`src/rlc_pkg.sv`:
```
// =====================================================================
// Shared constants and types for the revision / loop compensation bank
// =====================================================================
package rlc_pkg;

    // =================================================================
    // Command codes and transfer sizes
    // =================================================================
    localparam logic [7:0] RLC_CMD_SILICON_REV = 8'hae; // Revision word
    localparam logic [7:0] RLC_CMD_LOOP_COMP   = 8'hb1; // Compensation word
    localparam logic [7:0] RLC_REV_BYTES       = 8'h02; // Revision length
    localparam logic [7:0] RLC_COMP_BYTES      = 8'h05; // Compensation length
    localparam int         RLC_REV_W           = 16;    // Revision width
    localparam int         RLC_COMP_W          = 40;    // Compensation width

    // =================================================================
    // Revision word layout
    // =================================================================
    localparam int RLC_MAJOR_HI = 15;  // Major revision field
    localparam int RLC_MAJOR_LO = 12;
    localparam int RLC_MINOR_HI = 11;  // Minor revision field
    localparam int RLC_MINOR_LO = 8;
    localparam int RLC_SUBMN_HI = 7;   // Sub-minor revision field
    localparam int RLC_SUBMN_LO = 0;

    // =================================================================
    // Compensation word layout
    // =================================================================
    localparam int RLC_CZI_HI_H = 25;  // Current integ cap, upper pair
    localparam int RLC_CZI_HI_L = 24;
    localparam int RLC_CZI_LO_H = 39;  // Current integ cap, lower pair
    localparam int RLC_CZI_LO_L = 38;
    localparam int RLC_CPI_H    = 37;  // Current filter cap
    localparam int RLC_CPI_L    = 33;
    localparam int RLC_CZI_MUL  = 32;  // Current integ cap doubler
    localparam int RLC_RVI_H    = 31;  // Current gain resistor
    localparam int RLC_RVI_L    = 26;
    localparam int RLC_CZV_LO_H = 23;  // Voltage integ cap, lower pair
    localparam int RLC_CZV_LO_L = 22;
    localparam int RLC_CPV_H    = 21;  // Voltage filter cap
    localparam int RLC_CPV_L    = 17;
    localparam int RLC_RVV_H    = 15;  // Voltage gain resistor
    localparam int RLC_RVV_L    = 10;
    localparam int RLC_CZV_HI_H = 9;   // Voltage integ cap, upper pair
    localparam int RLC_CZV_HI_L = 8;
    localparam int RLC_GMV_H    = 5;   // Voltage transconductance
    localparam int RLC_GMV_L    = 4;
    localparam int RLC_GMI_H    = 1;   // Current transconductance
    localparam int RLC_GMI_L    = 0;

    // Reset contents before the first load event
    localparam logic [39:0] RLC_COMP_RESET = 40'h00_0000_0000;

    // =================================================================
    // Carriers
    // =================================================================
    typedef struct packed {
        logic [3:0] curIntegCapSel;     // Current integ cap selector
        logic [4:0] curFilterCapSel;    // Current filter cap selector
        logic       curIntegCapDoubler; // 1 doubles current integ cap
        logic [5:0] curGainResSel;      // Current gain resistor
        logic [3:0] voltIntegCapSel;    // Voltage integ cap selector
        logic [4:0] voltFilterCapSel;   // Voltage filter cap selector
        logic [5:0] voltGainResSel;     // Voltage gain resistor
        logic [1:0] voltTranscondSel;   // Voltage gm, scales CZV
        logic [1:0] curTranscondSel;    // Current gm, scales CZI
    } rlc_loop_sel_s;

    typedef struct packed {
        logic        valid;     // One-cycle command strobe
        logic        write;     // 1 block write, 0 block read
        logic [7:0]  code;      // Command code
        logic [7:0]  byteCount; // Block byte count of a write
        logic [39:0] data;      // Write data, byte 0 in bits 7:0
    } rlc_cmd_s;

    typedef struct packed {
        logic        valid;     // One-cycle answer strobe
        logic        accept;    // Command taken
        logic [7:0]  byteCount; // Bytes returned on a read
        logic [39:0] data;      // Read data, byte 0 in bits 7:0
    } rlc_rsp_s;

endpackage

```
`src/rlc_bank.sv`:
```
// Operation
// - Revision answers only two-byte block reads
// - Revision fields major 15:12, minor 11:8, sub 7:0
// - Writing read-only command sets CML flags
// - Invalid command raises host fault notification
// - Compensation word is five-byte block access
// - Conversion off: written word applied immediately
// - Conversion on: word held, hardware update blocked
// - Load word from NVM or strap per override
// - Current integ cap from bits 25:24,39:38
// - Current filter cap from bits 37:33
// - Bit 32 doubles current integ cap
// - Current gain resistor from bits 31:26
// - Voltage integ cap from bits 9:8,23:22
// - Voltage filter cap from bits 21:17
// - Voltage gain resistor from bits 15:10
// - Voltage gm from bits 5:4
// - Current gm from bits 1:0
`timescale 1ns/10ps

module rlc_bank
    import rlc_pkg::*;
#(
    parameter logic [3:0] MAJOR_REVISION    = 4'h1,  // Arbitrary value
    parameter logic [3:0] MINOR_REVISION    = 4'h0,  // Arbitrary value
    parameter logic [7:0] SUBMINOR_REVISION = 8'h00  // Arbitrary value
) (
    input  wire logic          clk_sys,          // 10 MHz device clock
    input  wire logic          rstn,             // Async reset, active low
    input  wire rlc_cmd_s      cmdIn,            // Command from PMBus engine
    input  wire logic          conversionOn,     // Output conversion enabled
    input  wire logic          restoreLoad,      // Pulse: power-on or restore
    input  wire logic [39:0]   nvmWord,          // Word held in EEPROM
    input  wire logic [39:0]   strapWord,        // Word from strap detection
    input  wire logic          strapOverrideMask,// 0: take NVM, 1: take strap
    input  wire logic          clearFaults,      // Pulse: clear CML flags
    output rlc_rsp_s           rspOut,           // Answer to PMBus engine
    output rlc_loop_sel_s      loopSel,          // Selectors to the loop
    output logic               cmlSummary,       // CML bit of status byte
    output logic               cmlInvalidCmd,    // Invalid command flag
    output logic               faultNotify       // Host alert request
);

    // =================================================================
    // Reset release
    // =================================================================
    logic rstSync1_r;  // First release stage
    logic rstSync2_r;  // Released reset seen by the design
    logic rstnInt;     // Internal active-low reset

    // Two-stage release so every flop leaves reset on the same edge
    always_ff @(posedge clk_sys or negedge rstn) begin
        if (!rstn) begin
            rstSync1_r <= 1'b0;
            rstSync2_r <= 1'b0;
        end else begin
            rstSync1_r <= 1'b1;
            rstSync2_r <= rstSync1_r;
        end
    end
    assign rstnInt = rstSync2_r;

    // =================================================================
    // Command decode
    // =================================================================
    wire        hitRev     = cmdIn.valid &&
                             (cmdIn.code == RLC_CMD_SILICON_REV);
    wire        hitComp    = cmdIn.valid && (cmdIn.code == RLC_CMD_LOOP_COMP);
    wire        revRead    = hitRev && !cmdIn.write;
    wire        revWrite   = hitRev && cmdIn.write;
    wire        compCntOk  = cmdIn.byteCount == RLC_COMP_BYTES;
    wire        compWrite  = hitComp && cmdIn.write && compCntOk;
    wire        compBadCnt = hitComp && cmdIn.write && !compCntOk;
    wire        compRead   = hitComp && !cmdIn.write;
    wire        cmdHit     = hitRev || hitComp;             // Ours at all

    // Revision word built from its fields, never writable
    wire [15:0] revWord = {MAJOR_REVISION, MINOR_REVISION,
                           SUBMINOR_REVISION};

    // Strap or NVM source chosen by the override mask; a cleared bit
    // lets a restore bring back the stored image written while running
    wire [39:0] loadWord = strapOverrideMask ? strapWord : nvmWord;

    // =================================================================
    // Readback copy and applied copy
    // =================================================================
    logic [39:0] compWord_r;    // Word the host reads back
    logic [39:0] compWord_nxt;
    logic [39:0] applied_r;     // Word the loop actually uses
    logic [39:0] applied_nxt;

    // Restore always reaches hardware; a write only when conversion is off
    wire applyWrite = compWrite && !conversionOn;
    assign compWord_nxt = restoreLoad ? loadWord :
                          compWrite   ? cmdIn.data : compWord_r;
    assign applied_nxt  = restoreLoad ? loadWord :
                          applyWrite  ? cmdIn.data : applied_r;

    // Word registers: reserved bits stored as written, host keeps them 0
    always_ff @(posedge clk_sys or negedge rstnInt) begin
        if (!rstnInt) begin
            compWord_r <= RLC_COMP_RESET;
            applied_r  <= RLC_COMP_RESET;
        end else begin
            compWord_r <= compWord_nxt;
            applied_r  <= applied_nxt;
        end
    end

    // =================================================================
    // Selector decode of the applied word
    // =================================================================
    rlc_loop_sel_s selNxt;  // Decoded fields of the next applied word

    assign selNxt.curIntegCapSel   = {applied_nxt[RLC_CZI_HI_H:RLC_CZI_HI_L],
                                      applied_nxt[RLC_CZI_LO_H:RLC_CZI_LO_L]};
    assign selNxt.curFilterCapSel  = applied_nxt[RLC_CPI_H:RLC_CPI_L];
    assign selNxt.curIntegCapDoubler = applied_nxt[RLC_CZI_MUL];
    assign selNxt.curGainResSel    = applied_nxt[RLC_RVI_H:RLC_RVI_L];
    assign selNxt.voltIntegCapSel  = {applied_nxt[RLC_CZV_HI_H:RLC_CZV_HI_L],
                                      applied_nxt[RLC_CZV_LO_H:RLC_CZV_LO_L]};
    assign selNxt.voltFilterCapSel = applied_nxt[RLC_CPV_H:RLC_CPV_L];
    assign selNxt.voltGainResSel   = applied_nxt[RLC_RVV_H:RLC_RVV_L];
    assign selNxt.voltTranscondSel = applied_nxt[RLC_GMV_H:RLC_GMV_L];
    assign selNxt.curTranscondSel  = applied_nxt[RLC_GMI_H:RLC_GMI_L];

    // Selector outputs registered so the loop never sees decode glitches
    always_ff @(posedge clk_sys or negedge rstnInt) begin
        if (!rstnInt) begin
            loopSel <= '0;
        end else begin
            loopSel <= selNxt;
        end
    end

    // =================================================================
    // Answer path
    // =================================================================
    rlc_rsp_s rspNxt;  // Answer formed this cycle

    assign rspNxt.valid     = cmdHit;
    // Refuse revision writes and mis-sized compensation writes
    assign rspNxt.accept    = revRead || compRead || compWrite;
    assign rspNxt.byteCount = revRead  ? RLC_REV_BYTES :
                              compRead ? RLC_COMP_BYTES : 8'h00;
    assign rspNxt.data      = revRead  ? {24'h00_0000, revWord} :
                              compRead ? compWord_r : 40'h00_0000_0000;

    // One-cycle answer, one edge after the command
    always_ff @(posedge clk_sys or negedge rstnInt) begin
        if (!rstnInt) begin
            rspOut <= '0;
        end else begin
            rspOut <= rspNxt;
        end
    end

    // =================================================================
    // Communication fault flags
    // =================================================================
    logic cmlSummary_nxt;   // Status byte CML bit
    logic cmlIvc_nxt;       // Invalid command bit 7

    // A fault in the clearing cycle survives: set wins over clear
    assign cmlIvc_nxt     = revWrite || (cmlInvalidCmd && !clearFaults);
    assign cmlSummary_nxt = revWrite || compBadCnt ||
                            (cmlSummary && !clearFaults);

    // Sticky flags plus the alert that follows them
    always_ff @(posedge clk_sys or negedge rstnInt) begin
        if (!rstnInt) begin
            cmlInvalidCmd <= 1'b0;
            cmlSummary    <= 1'b0;
            faultNotify   <= 1'b0;
        end else begin
            cmlInvalidCmd <= cmlIvc_nxt;
            cmlSummary    <= cmlSummary_nxt;
            // Alert held while any CML fault stands
            faultNotify   <= cmlSummary_nxt;
        end
    end

    // =================================================================
    // Checks
    // =================================================================
    // Revision read answered with two bytes, one edge later
    rev_len_a: assert property (
        @(posedge clk_sys) disable iff (!rstnInt)
        revRead |=> rspOut.valid && rspOut.accept &&
                    rspOut.byteCount == RLC_REV_BYTES)
        else $error("Revision read not answered with two bytes");

    // Revision fields at their fixed places
    rev_fields_a: assert property (
        @(posedge clk_sys) disable iff (!rstnInt)
        revRead |=> rspOut.data[RLC_MAJOR_HI:RLC_MAJOR_LO] == MAJOR_REVISION
            && rspOut.data[RLC_MINOR_HI:RLC_MINOR_LO] == MINOR_REVISION
            && rspOut.data[RLC_SUBMN_HI:RLC_SUBMN_LO] == SUBMINOR_REVISION)
        else $error("Revision fields misplaced");

    // Revision write refused and flagged
    ivc_set_a: assert property (
        @(posedge clk_sys) disable iff (!rstnInt)
        revWrite |=> cmlInvalidCmd && cmlSummary && !rspOut.accept)
        else $error("Revision write did not raise invalid command");

    // Alert raised, and still up one edge later unless a clear was taken on that edge
    fault_notify_a: assert property (
        @(posedge clk_sys) disable iff (!rstnInt)
        revWrite |=> faultNotify ##1 (faultNotify || $past(clearFaults)))
        else $error("Invalid command not notified");

    // Alert never parts from the summary bit
    notify_follow_a: assert property (
        @(posedge clk_sys) disable iff (!rstnInt)
        faultNotify == cmlSummary)
        else $error("Alert does not follow the CML summary");

    // Readback returns the held word, five bytes
    comp_read_a: assert property (
        @(posedge clk_sys) disable iff (!rstnInt)
        compRead |=> rspOut.byteCount == RLC_COMP_BYTES &&
                     rspOut.data == $past(compWord_r))
        else $error("Compensation read wrong");

    // Wrong length refused; neither copy moves
    bad_count_a: assert property (
        @(posedge clk_sys) disable iff (!rstnInt)
        compBadCnt && !restoreLoad |=> cmlSummary && !rspOut.accept &&
            $stable(compWord_r) && $stable(applied_r))
        else $error("Mis-sized compensation write not refused");

    // Exactly one answer per command of ours
    answer_strobe_a: assert property (
        @(posedge clk_sys) disable iff (!rstnInt)
        1'b1 |=> rspOut.valid == $past(cmdHit))
        else $error("Answer strobe does not follow the command");

    // Conversion off: written word reaches the loop
    apply_off_a: assert property (
        @(posedge clk_sys) disable iff (!rstnInt)
        compWrite && !conversionOn && !restoreLoad |=>
            applied_r == $past(cmdIn.data) &&
            loopSel.curTranscondSel == $past(cmdIn.data[RLC_GMI_H:RLC_GMI_L]))
        else $error("Write with conversion off not applied");

    // Conversion on: only the readback copy moves
    block_on_a: assert property (
        @(posedge clk_sys) disable iff (!rstnInt)
        compWrite && conversionOn && !restoreLoad |=>
            $stable(applied_r) && compWord_r == $past(cmdIn.data))
        else $error("Write with conversion on leaked to hardware");

    // Load takes the source the mask stood for at the pulse
    load_src_a: assert property (
        @(posedge clk_sys) disable iff (!rstnInt)
        restoreLoad |=> applied_r == ($past(strapOverrideMask) ?
            $past(strapWord) : $past(nvmWord)))
        else $error("Load took the wrong source");

    // Split selectors assembled from both pairs
    cur_cap_a: assert property (
        @(posedge clk_sys) disable iff (!rstnInt)
        loopSel.curIntegCapSel == {applied_r[RLC_CZI_HI_H:RLC_CZI_HI_L],
            applied_r[RLC_CZI_LO_H:RLC_CZI_LO_L]} &&
        loopSel.voltIntegCapSel == {applied_r[RLC_CZV_HI_H:RLC_CZV_HI_L],
            applied_r[RLC_CZV_LO_H:RLC_CZV_LO_L]})
        else $error("Split capacitor selectors misassembled");

    // Plain selector fields other than current gm follow the applied copy
    sel_fields_a: assert property (
        @(posedge clk_sys) disable iff (!rstnInt)
        loopSel.curFilterCapSel == applied_r[RLC_CPI_H:RLC_CPI_L] &&
        loopSel.curIntegCapDoubler == applied_r[RLC_CZI_MUL] &&
        loopSel.curGainResSel == applied_r[RLC_RVI_H:RLC_RVI_L] &&
        loopSel.voltFilterCapSel == applied_r[RLC_CPV_H:RLC_CPV_L] &&
        loopSel.voltGainResSel == applied_r[RLC_RVV_H:RLC_RVV_L] &&
        loopSel.voltTranscondSel == applied_r[RLC_GMV_H:RLC_GMV_L])
        else $error("Selector field misplaced");

    // Fault in the clearing cycle survives
    set_wins_a: assert property (
        @(posedge clk_sys) disable iff (!rstnInt)
        revWrite && clearFaults |=> cmlInvalidCmd)
        else $error("Clear beat a simultaneous fault");

    // Clear with no new fault drops every flag
    flag_clear_a: assert property (
        @(posedge clk_sys) disable iff (!rstnInt)
        clearFaults && !revWrite && !compBadCnt |=>
            !cmlSummary && !cmlInvalidCmd && !faultNotify)
        else $error("Fault flags survived a clear");

endmodule // rlc_bank

```
`config.mk`:
```
export PLATFORM = sky130hd
export DESIGN_NAME = rlc_bank
export DESIGN_NICKNAME = d
export VERILOG_FILES = /design/src/rlc_pkg.sv /design/src/rlc_bank.sv
export SDC_FILE = /design/constraint.sdc
export NUM_CORES = 1
export LEC_CHECK = 0
export BUFFER_PORTS_ARGS = -buffer_cell sky130_fd_sc_hd__buf_2
export CAP_MARGIN = 20
export CORE_MARGIN = 5
export CORE_UTILIZATION = 40
export CTS_CLUSTER_DIAMETER = 150
export DETAILED_ROUTE_END_ITERATION = 8
export PLACE_DENSITY_LB_ADDON = 0.25
export SLEW_MARGIN = 20
export SYNTH_ARGS = -nofsm -noshare
export SYNTH_HDL_FRONTEND = slang
export SYNTH_SLANG_ARGS = --single-unit
```
`constraint.sdc`:
```
create_clock -name clk_sys -period 5.3 [get_ports clk_sys]
set_input_delay 0.795 -clock clk_sys [delete_from_list [all_inputs] [get_ports clk_sys]]
set_output_delay 0.795 -clock clk_sys [all_outputs]
set_load 0.005 [all_outputs]
```
==> impl_results.md, run 1 <==
- Die Width: 133.0 um
- Largest family of logic cells by synthesized area: compound AO/OA/AOI/OAI gates
- Max Cap Viol: 0
- Io pins: between 200 and 250
- Worst R2R Setup Slack: approximately 3.6 ns
- Synth async-reset ratio: 1.000
- Drt via density: ~5.8
- Clock slew at reported path FFs: 0.05 ns
- Resize count post-CTS: 0
- Crit path max-delay cell type: buf_4
- TritonCTS Buffers: 17
- Final worst setup slack: ~2.8 ns
- Top cells by count, synth: dfrtp_1, a21oi_1, o21ai_0
- Via count: 5,670
- Status: finished, final reports clean
- Average wire per standard cell: roughly 20 um
- Final setup violation count: 0
- CTS tree: yes
- Rel. slew slack: 0.2316
- First-pass GRT wire length: approximately 31,000 um
- Global route overflow: 0
- Setup Skew: between 0.005 and 0.006 ns
- Area contributors post-synth: dfrtp_1, mux2i_1, a21oi_1, a31oi_1, o21ai_0
- Clk sinks: roughly 120
- Pre-CTS WS: 2.282 ns
- Initial antenna violation count: 0
- Full die area: 17,680 sq um
- Register bit total from synthesis: between 100 and 150
- Post-synthesis cell type count: 32
- RSZ-0062 raised after global routing: false
- VDD IR max: approximately 0.21 mV
- DRC viols: 0
- Vias in the first global route: between 5,000 and 6,000
- Simple-gate share of the synthesized area: 0.1437
- Die H: around 130 um
- DP Wirelength: 11,900 um
- Initial DRC Count: approximately 470
- Placement-stage cell area: approximately 7000 sq um
- Fin area: about 7600 sq um
- Worst-path cell chain: buf_2 -> nand4b_4 -> nor4_4 -> buf_4 -> a41oi_1 -> a22oi_1
- Final ANT Viol Nets: 0
- Site Rows: 45
- Pin count of the biggest net entering global routing: between 100 and 150
- CTS root buf: clkbuf_16
- # hold bufs at CTS: 0
- Detailed Routing Iterations Pass 1: 5
- Startpoint Class: input port
- CORE AREA: around 15,000 sq um
- Synth area leader: dfrtp_1
- Compound-cell area share of the yosys netlist: 0.2180
- Synth Area in XOR/XNOR: 0
- WS Path Type: in -> reg
- IO Port Bufs: about 230
- Crit-path max cell delay: 0.86 ns
- Leak: roughly 3.7 nW
- Final GP Congestion: ~0.80
- Post-Synth Adder-Cell Area: 0
- Post-Syn Area: 6050 sq um
- Fin. Hold Viols: 0
- Final WL: between 15,000 and 20,000 um
- Worst reg-to-reg path cell count: 1
- Crit path max fanout: about 120
- Initial Utilization: 0.4024
- Setup crit end kind: flip-flop
- Fmax: 405.0 MHz
- Max Slew Vio Count: 0
- Part of the cycle the worst path needs: 0.4658
- # Post-CTS Setup Buffers: 0
- Gate Count Post-Synth: between 600 and 700
- Cell with the most instances after synthesis: dfrtp_1
- Worst Tran Pin Value: about 1.2 ns
- Period minus WS final: between 2 and 2.5 ns
- Layout cells sized above 1: 0.3367
- Area share of the leading cell type in the synthesized netlist: 0.5088
- Skew-Pair Late Insertion Delay: between 0.4 and 0.5 ns
- Tot GR Track Use: 0.2177
- Worst path arrival time: 2.78 ns
- Most used DFF post-synth: dfrtp_1
- Setup tns final: 0 ns
- Nets@finish: slightly above 900
- H-tree depth: 4
- Mean post-synth cell area: roughly 10 sq um
- Critical Path RT: 5.61 ns
- Antenna Cells: 0
- Hold Crit Class: in -> async
- P per Cell Area: 306.6 nW/um^2
- Number of flops mapped to enable cells by yosys: 0
- Synth Warn #: 0
- Clock buffer depth: 2
- Area grow syn2layout: 26.27%
- Mux cell area share after synthesis: 0.06618
- Seq/Total Area, Yosys: 0.5088
[registers in the layout (all words and copies together) (netlist names)]
register,flops
rspOut,44
compWord_r,40
cmlInvalidCmd,1
cmlSummary,1
loopSel,26
applied_r,9
rstSync1_r,1
rstSync2_r,1
[path summary, 6_finish.rpt]
kind                                            from                         to
worst min register to register  rstSync1_r$_DFF_PN0_       rstSync2_r$_DFF_PN0_
worst max register to register  rstSync2_r$_DFF_PN0_     loopSel[8]$_DFFE_PN0P_
worst max-delay path                       cmdIn[54]  compWord_r[7]$_DFFE_PN0P_
min in group clk_sys            rstSync1_r$_DFF_PN0_       rstSync2_r$_DFF_PN0_
max in group asynchronous       rstSync2_r$_DFF_PN0_     loopSel[8]$_DFFE_PN0P_
worst min-delay path                            rstn       rstSync2_r$_DFF_PN0_
[cells in the final DEF (no fill, tap or decap), types with 2 or more instances in the layout]
master | Yosys | layout
a21oi_1 | 73 | 73
a22oi_1 | 5 | 5
a31oi_1 | 57 | 57
a41oi_1 | 18 | 18
and2_1 | 36 | 35
and3_1 | 40 | 39
buf_2 | 15 | 225
buf_4 | 9 | 7
clkbuf_1 | 50 | 5
clkbuf_16 | 0 | 17
clkbuf_8 | 0 | 2
clkinv_2 | 0 | 6
clkinvlp_4 | 0 | 2
conb_1 | 2 | 6
dfrtp_1 | 123 | 122
inv_1 | 3 | 2
mux2i_1 | 40 | 40
nand2_1 | 2 | 2
nand2b_1 | 2 | 2
nor2_1 | 2 | 2
nor3b_1 | 35 | 35
o21ai_0 | 69 | 69
o21ai_1 | 6 | 6
[critical path: cells and delay by family]
family / cells / cell delay, ns
compound gates: 2 / 0.50
simple gates: 2 / 0.43
buf+inv: 2 / 0.96
[metal layers]
layer	GRT usage	part of all wire	vias up
li1	-	-	2574
met1	0.2886	0.43	2800
met2	0.3479	0.48	270
met3	0.05665	0.074	26
met4	0.07275	0.015	0
met5	0	0	-
[where the power goes]
part	internal [W]	switching, W	total, W
logic	0.000130	0.000147	0.000277
clock network	0.000616	0.000408	0.00102
registers	0.00100	0.0000395	0.00104
[through the flow]
stage | utilization | total power (W) | std cells | hold slack (ns)
2_1_floorplan | - | 0.001202 | 606 | 0.3312
3_3_place_gp | 0.4736 | 0.001324 | 949 | 0.3370
3_5_place_dp | 0.4736 | 0.001335 | 949 | 0.3395
4_1_cts | 0.5079 | 0.002363 | 981 | 0.1327
5_1_grt | 0.5081 | 0.002445 | 981 | 0.1427
6_report | 0.5081 | 0.002342 | 981 | 0.1538
[cells by family (layout without fill, tap and decap cells)]
group           count (synthesis)  in the layout
buf+inv                        80            267
flops                         123            123
compound gates                231            231
simple gates                  126            126
mux                            40             40
other cells                     2              6
[area by class of cell]
class / count / area [sq um]
Multi-Input combinational cell: 403 / 2615
Fill cell: 1395 / 7395
Inverter: 3 / 11.26
Clock buffer: 24 / 471.7
Clock inverter: 8 / 45.04
Tap cell: 188 / 235.2
Sequential cell: 123 / 3082
Timing Repair Buffer: 232 / 1179
(Power assumes the default switching activity.)
==> run 2, diff against run 1 <==
==> constraint.sdc (replaced) <==
create_clock -name clk_sys -period 1.98 [get_ports clk_sys]
set_input_delay 0.297 -clock clk_sys [delete_from_list [all_inputs] [get_ports clk_sys]]
set_output_delay 0.297 -clock clk_sys [all_outputs]
set_load 0.005 [all_outputs]
==> run 2 against run 1 <==
Final cell count increased by 1.9%. Die area is the same. Sequential power rose to 2.7 times the previous value. Critical path depth unchanged. Sequential share of layout area shrank 1.8 points. Non-clock buffer count grew 19. Combinational power grew to 2.8 times the previous value. Cell area rose by 4.5%. Routed wire length up 0.80%. Via count increased by 0.99%. Sequential cell count unchanged. Largest power group is now clock.
==> impl_results.md, run 2 (synthesis gave the netlist of run 1 again) <==
- Global route overflow: 0 (unchanged)
- H-tree depth: 4 (unchanged)
- CTS tree: yes
- DRC viols: 0 (unchanged)
- Initial Utilization: 0.4024 (unchanged)
- Worst hold path depth: 3
- Vias in the first global route: 6,085 (+4.6%)
- Clk sinks: 123 (unchanged)
- IO Port Bufs: 226 (unchanged)
- Clock slew at reported path FFs: 0.06 ns (about the same)
- Worst reg-to-reg path cell count: 1 (unchanged)
- Clock power frac: 0.463 (+0.026)
- Nets@finish: 943 (+2.1%)
- Period minus WS final: 1.454 ns
- WS Path Type: in -> reg
- Comb power frac: 0.118 (about the same)
- Finished Layout Cells: 1,000 (+1.9%)
- Worst path arrival time: 1.74 ns (-1.04 ns)
- VDD IR max: 0.5763 mV (+180%)
- First-pass GRT wire length: 31,250 um (+0.80%)
- Part of the cycle the worst path needs: 0.7345
- Startpoint Class: input port
- Area grow syn2layout: 32.00%
- Initial antenna violation count: 0 (unchanged)
- Die H: 133.0 um (unchanged)
- Fin. Hold Viols: 0 (unchanged)
- Max Slew Vio Count: 0 (unchanged)
- Worst-path cell chain: buf_2 -> nand4b_4 -> or4_4 -> buf_12 -> o21ai_0 -> a22oi_1
- Worst Tran Pin Value: 0.5356 ns (-0.6171 ns)
- Max Cap Viol: 0 (unchanged)
- Met1 Usage GRT: 0.2749 (-0.01376)
- Tot GR Track Use: 0.2198 (+0.002146)
- TritonCTS Buffers: 17 (unchanged)
- Sequential power share: 0.420 (-0.025)
- Cells after DPL: 967 (+1.9%)
- Commonest non-fill, non-tap cells in the layout: buf_2, dfrtp_1, a21oi_1
- Grt met2 use: 0.3626 (+0.01467)
- # Post-CTS Setup Buffers: 0 (unchanged)
- Final WL: 19,470 um (+0.80%)
- CTS root buf: clkbuf_16
- DP Wirelength: 12,870 um (+8.2%)
- Average wire per standard cell: 19.47 um (-1.1%)
- Resize count post-CTS: 0 (unchanged)
- Met3 Track Usage GR: 0.06198 (+0.005323)
- Drt via density: 5.726 (-0.93%)
- Site Rows: 45 (unchanged)
- Final GP Congestion: 0.8088 (+0.50%)
- Internal power: 0.005051 W (+190%)
- Antenna Cells: 0 (unchanged)
- Via count: 5,726 (+0.99%)
- RSZ-0062 raised after global routing: false
- Final setup violation count: 0 (unchanged)
- Status: finished, final reports clean
- Final ANT Viol Nets: 0 (unchanged)
- Detailed Routing Iterations Pass 1: 5 (unchanged)
- # hold bufs at CTS: 1 (+1)
- Die Width: 133.0 um (unchanged)
- Filler Cell Count: 1,350 (-3.2%)
- Switching power: 0.001580 W (+170%)
- Most common cell after layout, fill and taps aside: buf_2
- Initial DRC Count: 429 (-9.1%)
- Sw Share: 0.2383 (-0.01563)
- Top reg by flops: rspOut
- Rel. slew slack: 0.6430 (+0.4114)
- GR peak layer: met2
- Critical Path RT: 2.26 ns (-3.35 ns)
- Io pins: 232 (unchanged)
- Pin count of the biggest net entering global routing: 80 (-32%)
- Max reg flops: 44 (unchanged)
- Hold Crit Class: in -> reg
- Layout cells sized above 1: 0.3510 (+0.01429)
- Largest registers: rspOut: 44 flops, compWord_r: 40 flops, loopSel: 26 flops
- P per Cell Area: 830.4 nW/um^2 (+170%)
- Clock buffer depth: 2 (unchanged)
- Hold Slack: 0.1598 ns (+0.006007 ns)
- Setup crit end kind: flip-flop
- Full die area: 17,680 sq um (unchanged)
- Crit path max fanout: 79 (-32%)
- Setup tns final: 0 ns (unchanged)
- Crit-path max cell delay: 0.54 ns (-0.32 ns)
- Leak: 3.918 nW (+4.6%)
- Crit path max-delay cell type: or4_4
- Setup Skew: 0.005239 ns (-0.0005612 ns)
- Fmax: 687.6 MHz
- CORE AREA: 15,030 sq um (unchanged)
- Skew-Pair Late Insertion Delay: 0.41 ns (about the same)
run 2: area by class of cell:
type	count	area (sq um)	share of cell area
flip-flops and latches	123	3082	0.3859
well taps	188	235.2	0.02946
multi-input cells	403	2618	0.3278
clock buffers	23	457.9	0.05735
repair buffers	251	1461	0.1830
clock inverters	9	120.1	0.01504
inverters	3	11.26	0.001410
run 2: critical path, delay by kind of cell:
| kind | cells | cell delay, ns |
|---|---|---|
| simple gates | 2 | 0.72 |
| buf+inv | 2 | 0.33 |
| compound gates | 2 | 0.34 |
run 2: per-stage QoR:
stage	setup WS (ns)	instance area, sq um	utilization	power (W)
2_1_floorplan	0.3069	6068	-	0.003216
3_3_place_gp	0.2112	7397	0.4921	0.003569
3_5_place_dp	0.1544	7397	0.4921	0.003605
4_1_cts	0.5996	7985	0.5312	0.006703
5_1_grt	0.4623	7985	0.5312	0.006920
6_report	0.5256	7985	0.5312	0.006631
run 2: path summary, 6_finish.rpt:
kind / start / endpoint / slack [ns]
max: cmdIn[54] / compWord_r[3]$_DFFE_PN0P_ / 0.53
max reg2reg: rstSync2_r$_DFF_PN0_ / rspOut[2]$_DFF_PN0_ / 1.01
min in group asynchronous: rstn / rstSync2_r$_DFF_PN0_ / 0.20
min: clearFaults / cmlInvalidCmd$_DFF_PN0_ / 0.16
max in group asynchronous: rstSync2_r$_DFF_PN0_ / rspOut[2]$_DFF_PN0_ / 1.01
min reg2reg: rstSync2_r$_DFF_PN0_ / cmlInvalidCmd$_DFF_PN0_ / 0.32
run 2: per-layer routing:
layer / wire length [um] / vias up
li1: - / 2610
met1: 8077 / 2826
met2: 9509 / 268
met3: 1631 / 22
met4: 251 / 0
met5: 0 / -
run 2: power by group through the flow:
stage	combinational, W	sequential, W	clock [W]
after detailed placement	0.000781	0.00282	0
final	0.000779	0.00278	0.00307
after CTS	0.000786	0.00278	0.00313
after global placement	0.000750	0.00282	0
after global routing	0.000876	0.00280	0.00324
after floorplan	0.000393	0.00282	0
==> run 3, diff against run 2 <==
==> constraint.sdc (replaced) <==
create_clock -name clk_sys -period 1.21 [get_ports clk_sys]
set_input_delay 0.1815 -clock clk_sys [delete_from_list [all_inputs] [get_ports clk_sys]]
set_output_delay 0.1815 -clock clk_sys [all_outputs]
set_load 0.005 [all_outputs]
==> run 3 against run 2 <==
The run now ends with negative setup slack left. Cell area is 5.0% higher. Clock-buffer cell count is 3 lower. Worst hold slack worse by 0.12 ns. Clock power is 70% higher. Die area stayed put. Clock skew is 0.0049 ns higher. Sequential share of layout area is 1.8 points lower. Power is 68% higher. Global-route usage is 0.13 points higher. Routed wire length is 2.0% higher. Sequential power is 63% higher. Combinational power is 76% higher. Critical endpoint is now compWord_r[26]$_DFFE_PN0P_. Highest routed layer is now met5.
==> impl_results.md, run 3 (synthesis gave the netlist of run 1 again) <==
- Status: complete, but fails checks
- Failing checks: negative setup slack
- Average wire per standard cell: 19.45 um (-0.11%)
- CORE AREA: 15,030 sq um (unchanged)
- Filler Cell Count: 1,330 (-1.5%)
- Final GP Congestion: 0.8230 (+1.8%)
- Setup Skew: 0.01011 ns (+0.004869 ns)
- Final setup violation count: 53 (+53)
- Crit path max-delay cell type: or4_4
- Setup crit end kind: flip-flop
- Clock buffer depth: 2 (unchanged)
- Startpoint Class: input port
- DRC viols: 0 (unchanged)
- P per Cell Area: 1326 nW/um^2 (+60%)
- Max reg flops: 44 (unchanged)
- Final ANT Viol Nets: 0 (unchanged)
- Io pins: 232 (unchanged)
- Pin count of the biggest net entering global routing: 61 (-24%)
- Via count: 5,821 (+1.7%)
- H-tree depth: 4 (unchanged)
- Site Rows: 45 (unchanged)
- WS Path Type: in -> reg
- IO Port Bufs: 226 (unchanged)
- Drt via density: 5.701 (-0.43%)
- Die Width: 133.0 um (unchanged)
- Tot GR Track Use: 0.2211 (+0.001257)
- Initial antenna violation count: 2 (+2)
- Worst reg-to-reg path cell count: 1 (unchanged)
- Crit-path max cell delay: 0.56 ns (+0.02 ns)
- Initial Utilization: 0.4024 (unchanged)
- Worst hold path depth: 3 (unchanged)
- Hold Slack: 0.03659 ns (-0.1232 ns)
- DP Wirelength: 13,530 um (+5.1%)
- Vias in the first global route: 5,971 (-1.9%)
- TritonCTS Buffers: 17 (unchanged)
- Initial DRC Count: 489 (+14%)
- Critical Path RT: 1.51 ns (-0.75 ns)
- Clk sinks: 123 (unchanged)
- Worst-path cell chain: buf_2 -> nand4b_4 -> or4_4 -> buf_12 -> o21ai_0 -> a21oi_1
- Hold Crit Class: in -> reg
- Die H: 133.0 um (unchanged)
- Fmax: 764.9 MHz
- Layout cells sized above 1: 0.3798 (+0.02882)
- Crit path buf inv count: 2 (unchanged)
- Max Slew Vio Count: 0 (unchanged)
- VDD IR max: 0.8598 mV (+49%)
- First-pass GRT wire length: 31,350 um (+0.33%)
- Worst path arrival time: 1.61 ns (-0.13 ns)
- Global route overflow: 0 (unchanged)
- Fin. Hold Viols: 0 (unchanged)
- HP Start: clearFaults
- Multi-input logic area: 2676 sq um (+2.2%)
- Nets@finish: 963 (+2.1%)
- Part of the cycle the worst path needs: 1.081
- Hold path endpoint: cmlInvalidCmd$_DFF_PN0_
- Detailed Routing Iterations Pass 1: 5 (unchanged)
- Period minus WS final: 1.307 ns
- RSZ-0062 raised after global routing: true
- CTS tree: yes
- Area occupied by registers: 3082 sq um (unchanged)
- CP delay by family, top: simple AND/OR/NAND/NOR gates
- Crit path max fanout: 57 (-28%)
- Area grow syn2layout: 38.59%
- Top reg by flops: rspOut
- Largest registers: rspOut: 44 flops, compWord_r: 40 flops, loopSel: 26 flops
- Most common cell after layout, fill and taps aside: buf_2
- Max Cap Viol: 0 (unchanged)
- Clock slew at reported path FFs: 0.06 ns (about the same)
- Leak: 4.082 nW (+4.2%)
- Reg2Reg Capture Point: cmlSummary$_DFF_PN0_
- Total power: 0.01111 W (+68%)
- Commonest non-fill, non-tap cells in the layout: buf_2, dfrtp_1, a21oi_1
- CTS root buf: clkbuf_16
- Final WL: 19,860 um (+2.0%)
- Skew-Pair Late Insertion Delay: 0.42 ns (about the same)
- Worst R2R Setup Slack: 0.47 ns (-0.54 ns)
- RR Startpoint: cmlSummary$_DFF_PN0_
- Full die area: 17,680 sq um (unchanged)
- Final worst setup slack: -0.09744 ns (-0.6230 ns)
run 3: repair_timing:
action | in CTS | in global routing
endpoints found under the setup margin | 70 | 75
hold buffers | 1 | 0
buffers inserted | 0 | 2
resized for setup | 10 | 33
endpoints found under the hold margin | 2 | 0
cloned | 0 | 1
run 3: stage by stage:
| stage | std cells | TNS (ns) | area, sq um | worst slack (ns) | util |
|---|---|---|---|---|---|
| after detailed placement | 984 | -44.55 | 7662 | -0.5089 | 0.5097 |
| after CTS | 1017 | -0.7287 | 8300 | -0.03613 | 0.5521 |
| after floorplan | 606 | -37.25 | 6086 | -0.3476 | - |
| final | 1021 | -2.147 | 8384 | -0.09744 | 0.5577 |
| after global placement | 984 | -41.63 | 7662 | -0.4661 | 0.5097 |
| after global routing | 1021 | -3.325 | 8384 | -0.08851 | 0.5577 |
run 3: area by class of cell:
type                    count  share of cell area
inverters                   3            0.001343
multi-input cells         403              0.3192
flip-flops and latches    123              0.3676
well taps                 188             0.02806
clock buffers              20             0.05447
clock inverters            12             0.01746
diodes                      1           0.0002985
repair buffers            271              0.2116
run 3: worst max-delay path by stage:
stage / start / end / slack (ns) / cells after the start
after global routing: cmdIn[54] / compWord_r[28]$_DFFE_PN0P_ / -0.09 / 6
after floorplan: cmdIn[54] / compWord_r[33]$_DFFE_PN0P_ / -0.35 / 7
after CTS: cmdIn[54] / applied_r[1]$_DFFE_PN0P_ / -0.04 / 6
after global placement: cmdIn[41] / compWord_r[39]$_DFFE_PN0P_ / -0.47 / 7
final: cmdIn[54] / compWord_r[26]$_DFFE_PN0P_ / -0.1 / 6
after detailed placement: cmdIn[54] / compWord_r[0]$_DFFE_PN0P_ / -0.51 / 6
run 3: worst min-delay path: stages:
cell       delay [ns]
buf_2            0.08
inv_1            0.04
o2bb2ai_1        0.11
run 3: where the power goes:
group,switching (W),leakage (nW),internal [W]
Clock,0.00188,0.292,0.00333
Combinational,0.000698,2.29,0.000668
Sequential,0.000149,1.50,0.00439
run 3: layer usage:
layer,wire length (um),vias up,global-route usage,share of wire
met2,9403,278,0.3448,0.47
met1,8432,2860,0.2898,0.42
met4,379,2,0.08834,0.019
met3,1633,34,0.06464,0.082
li1,-,2647,-,-
met5,7,-,0,0.00035
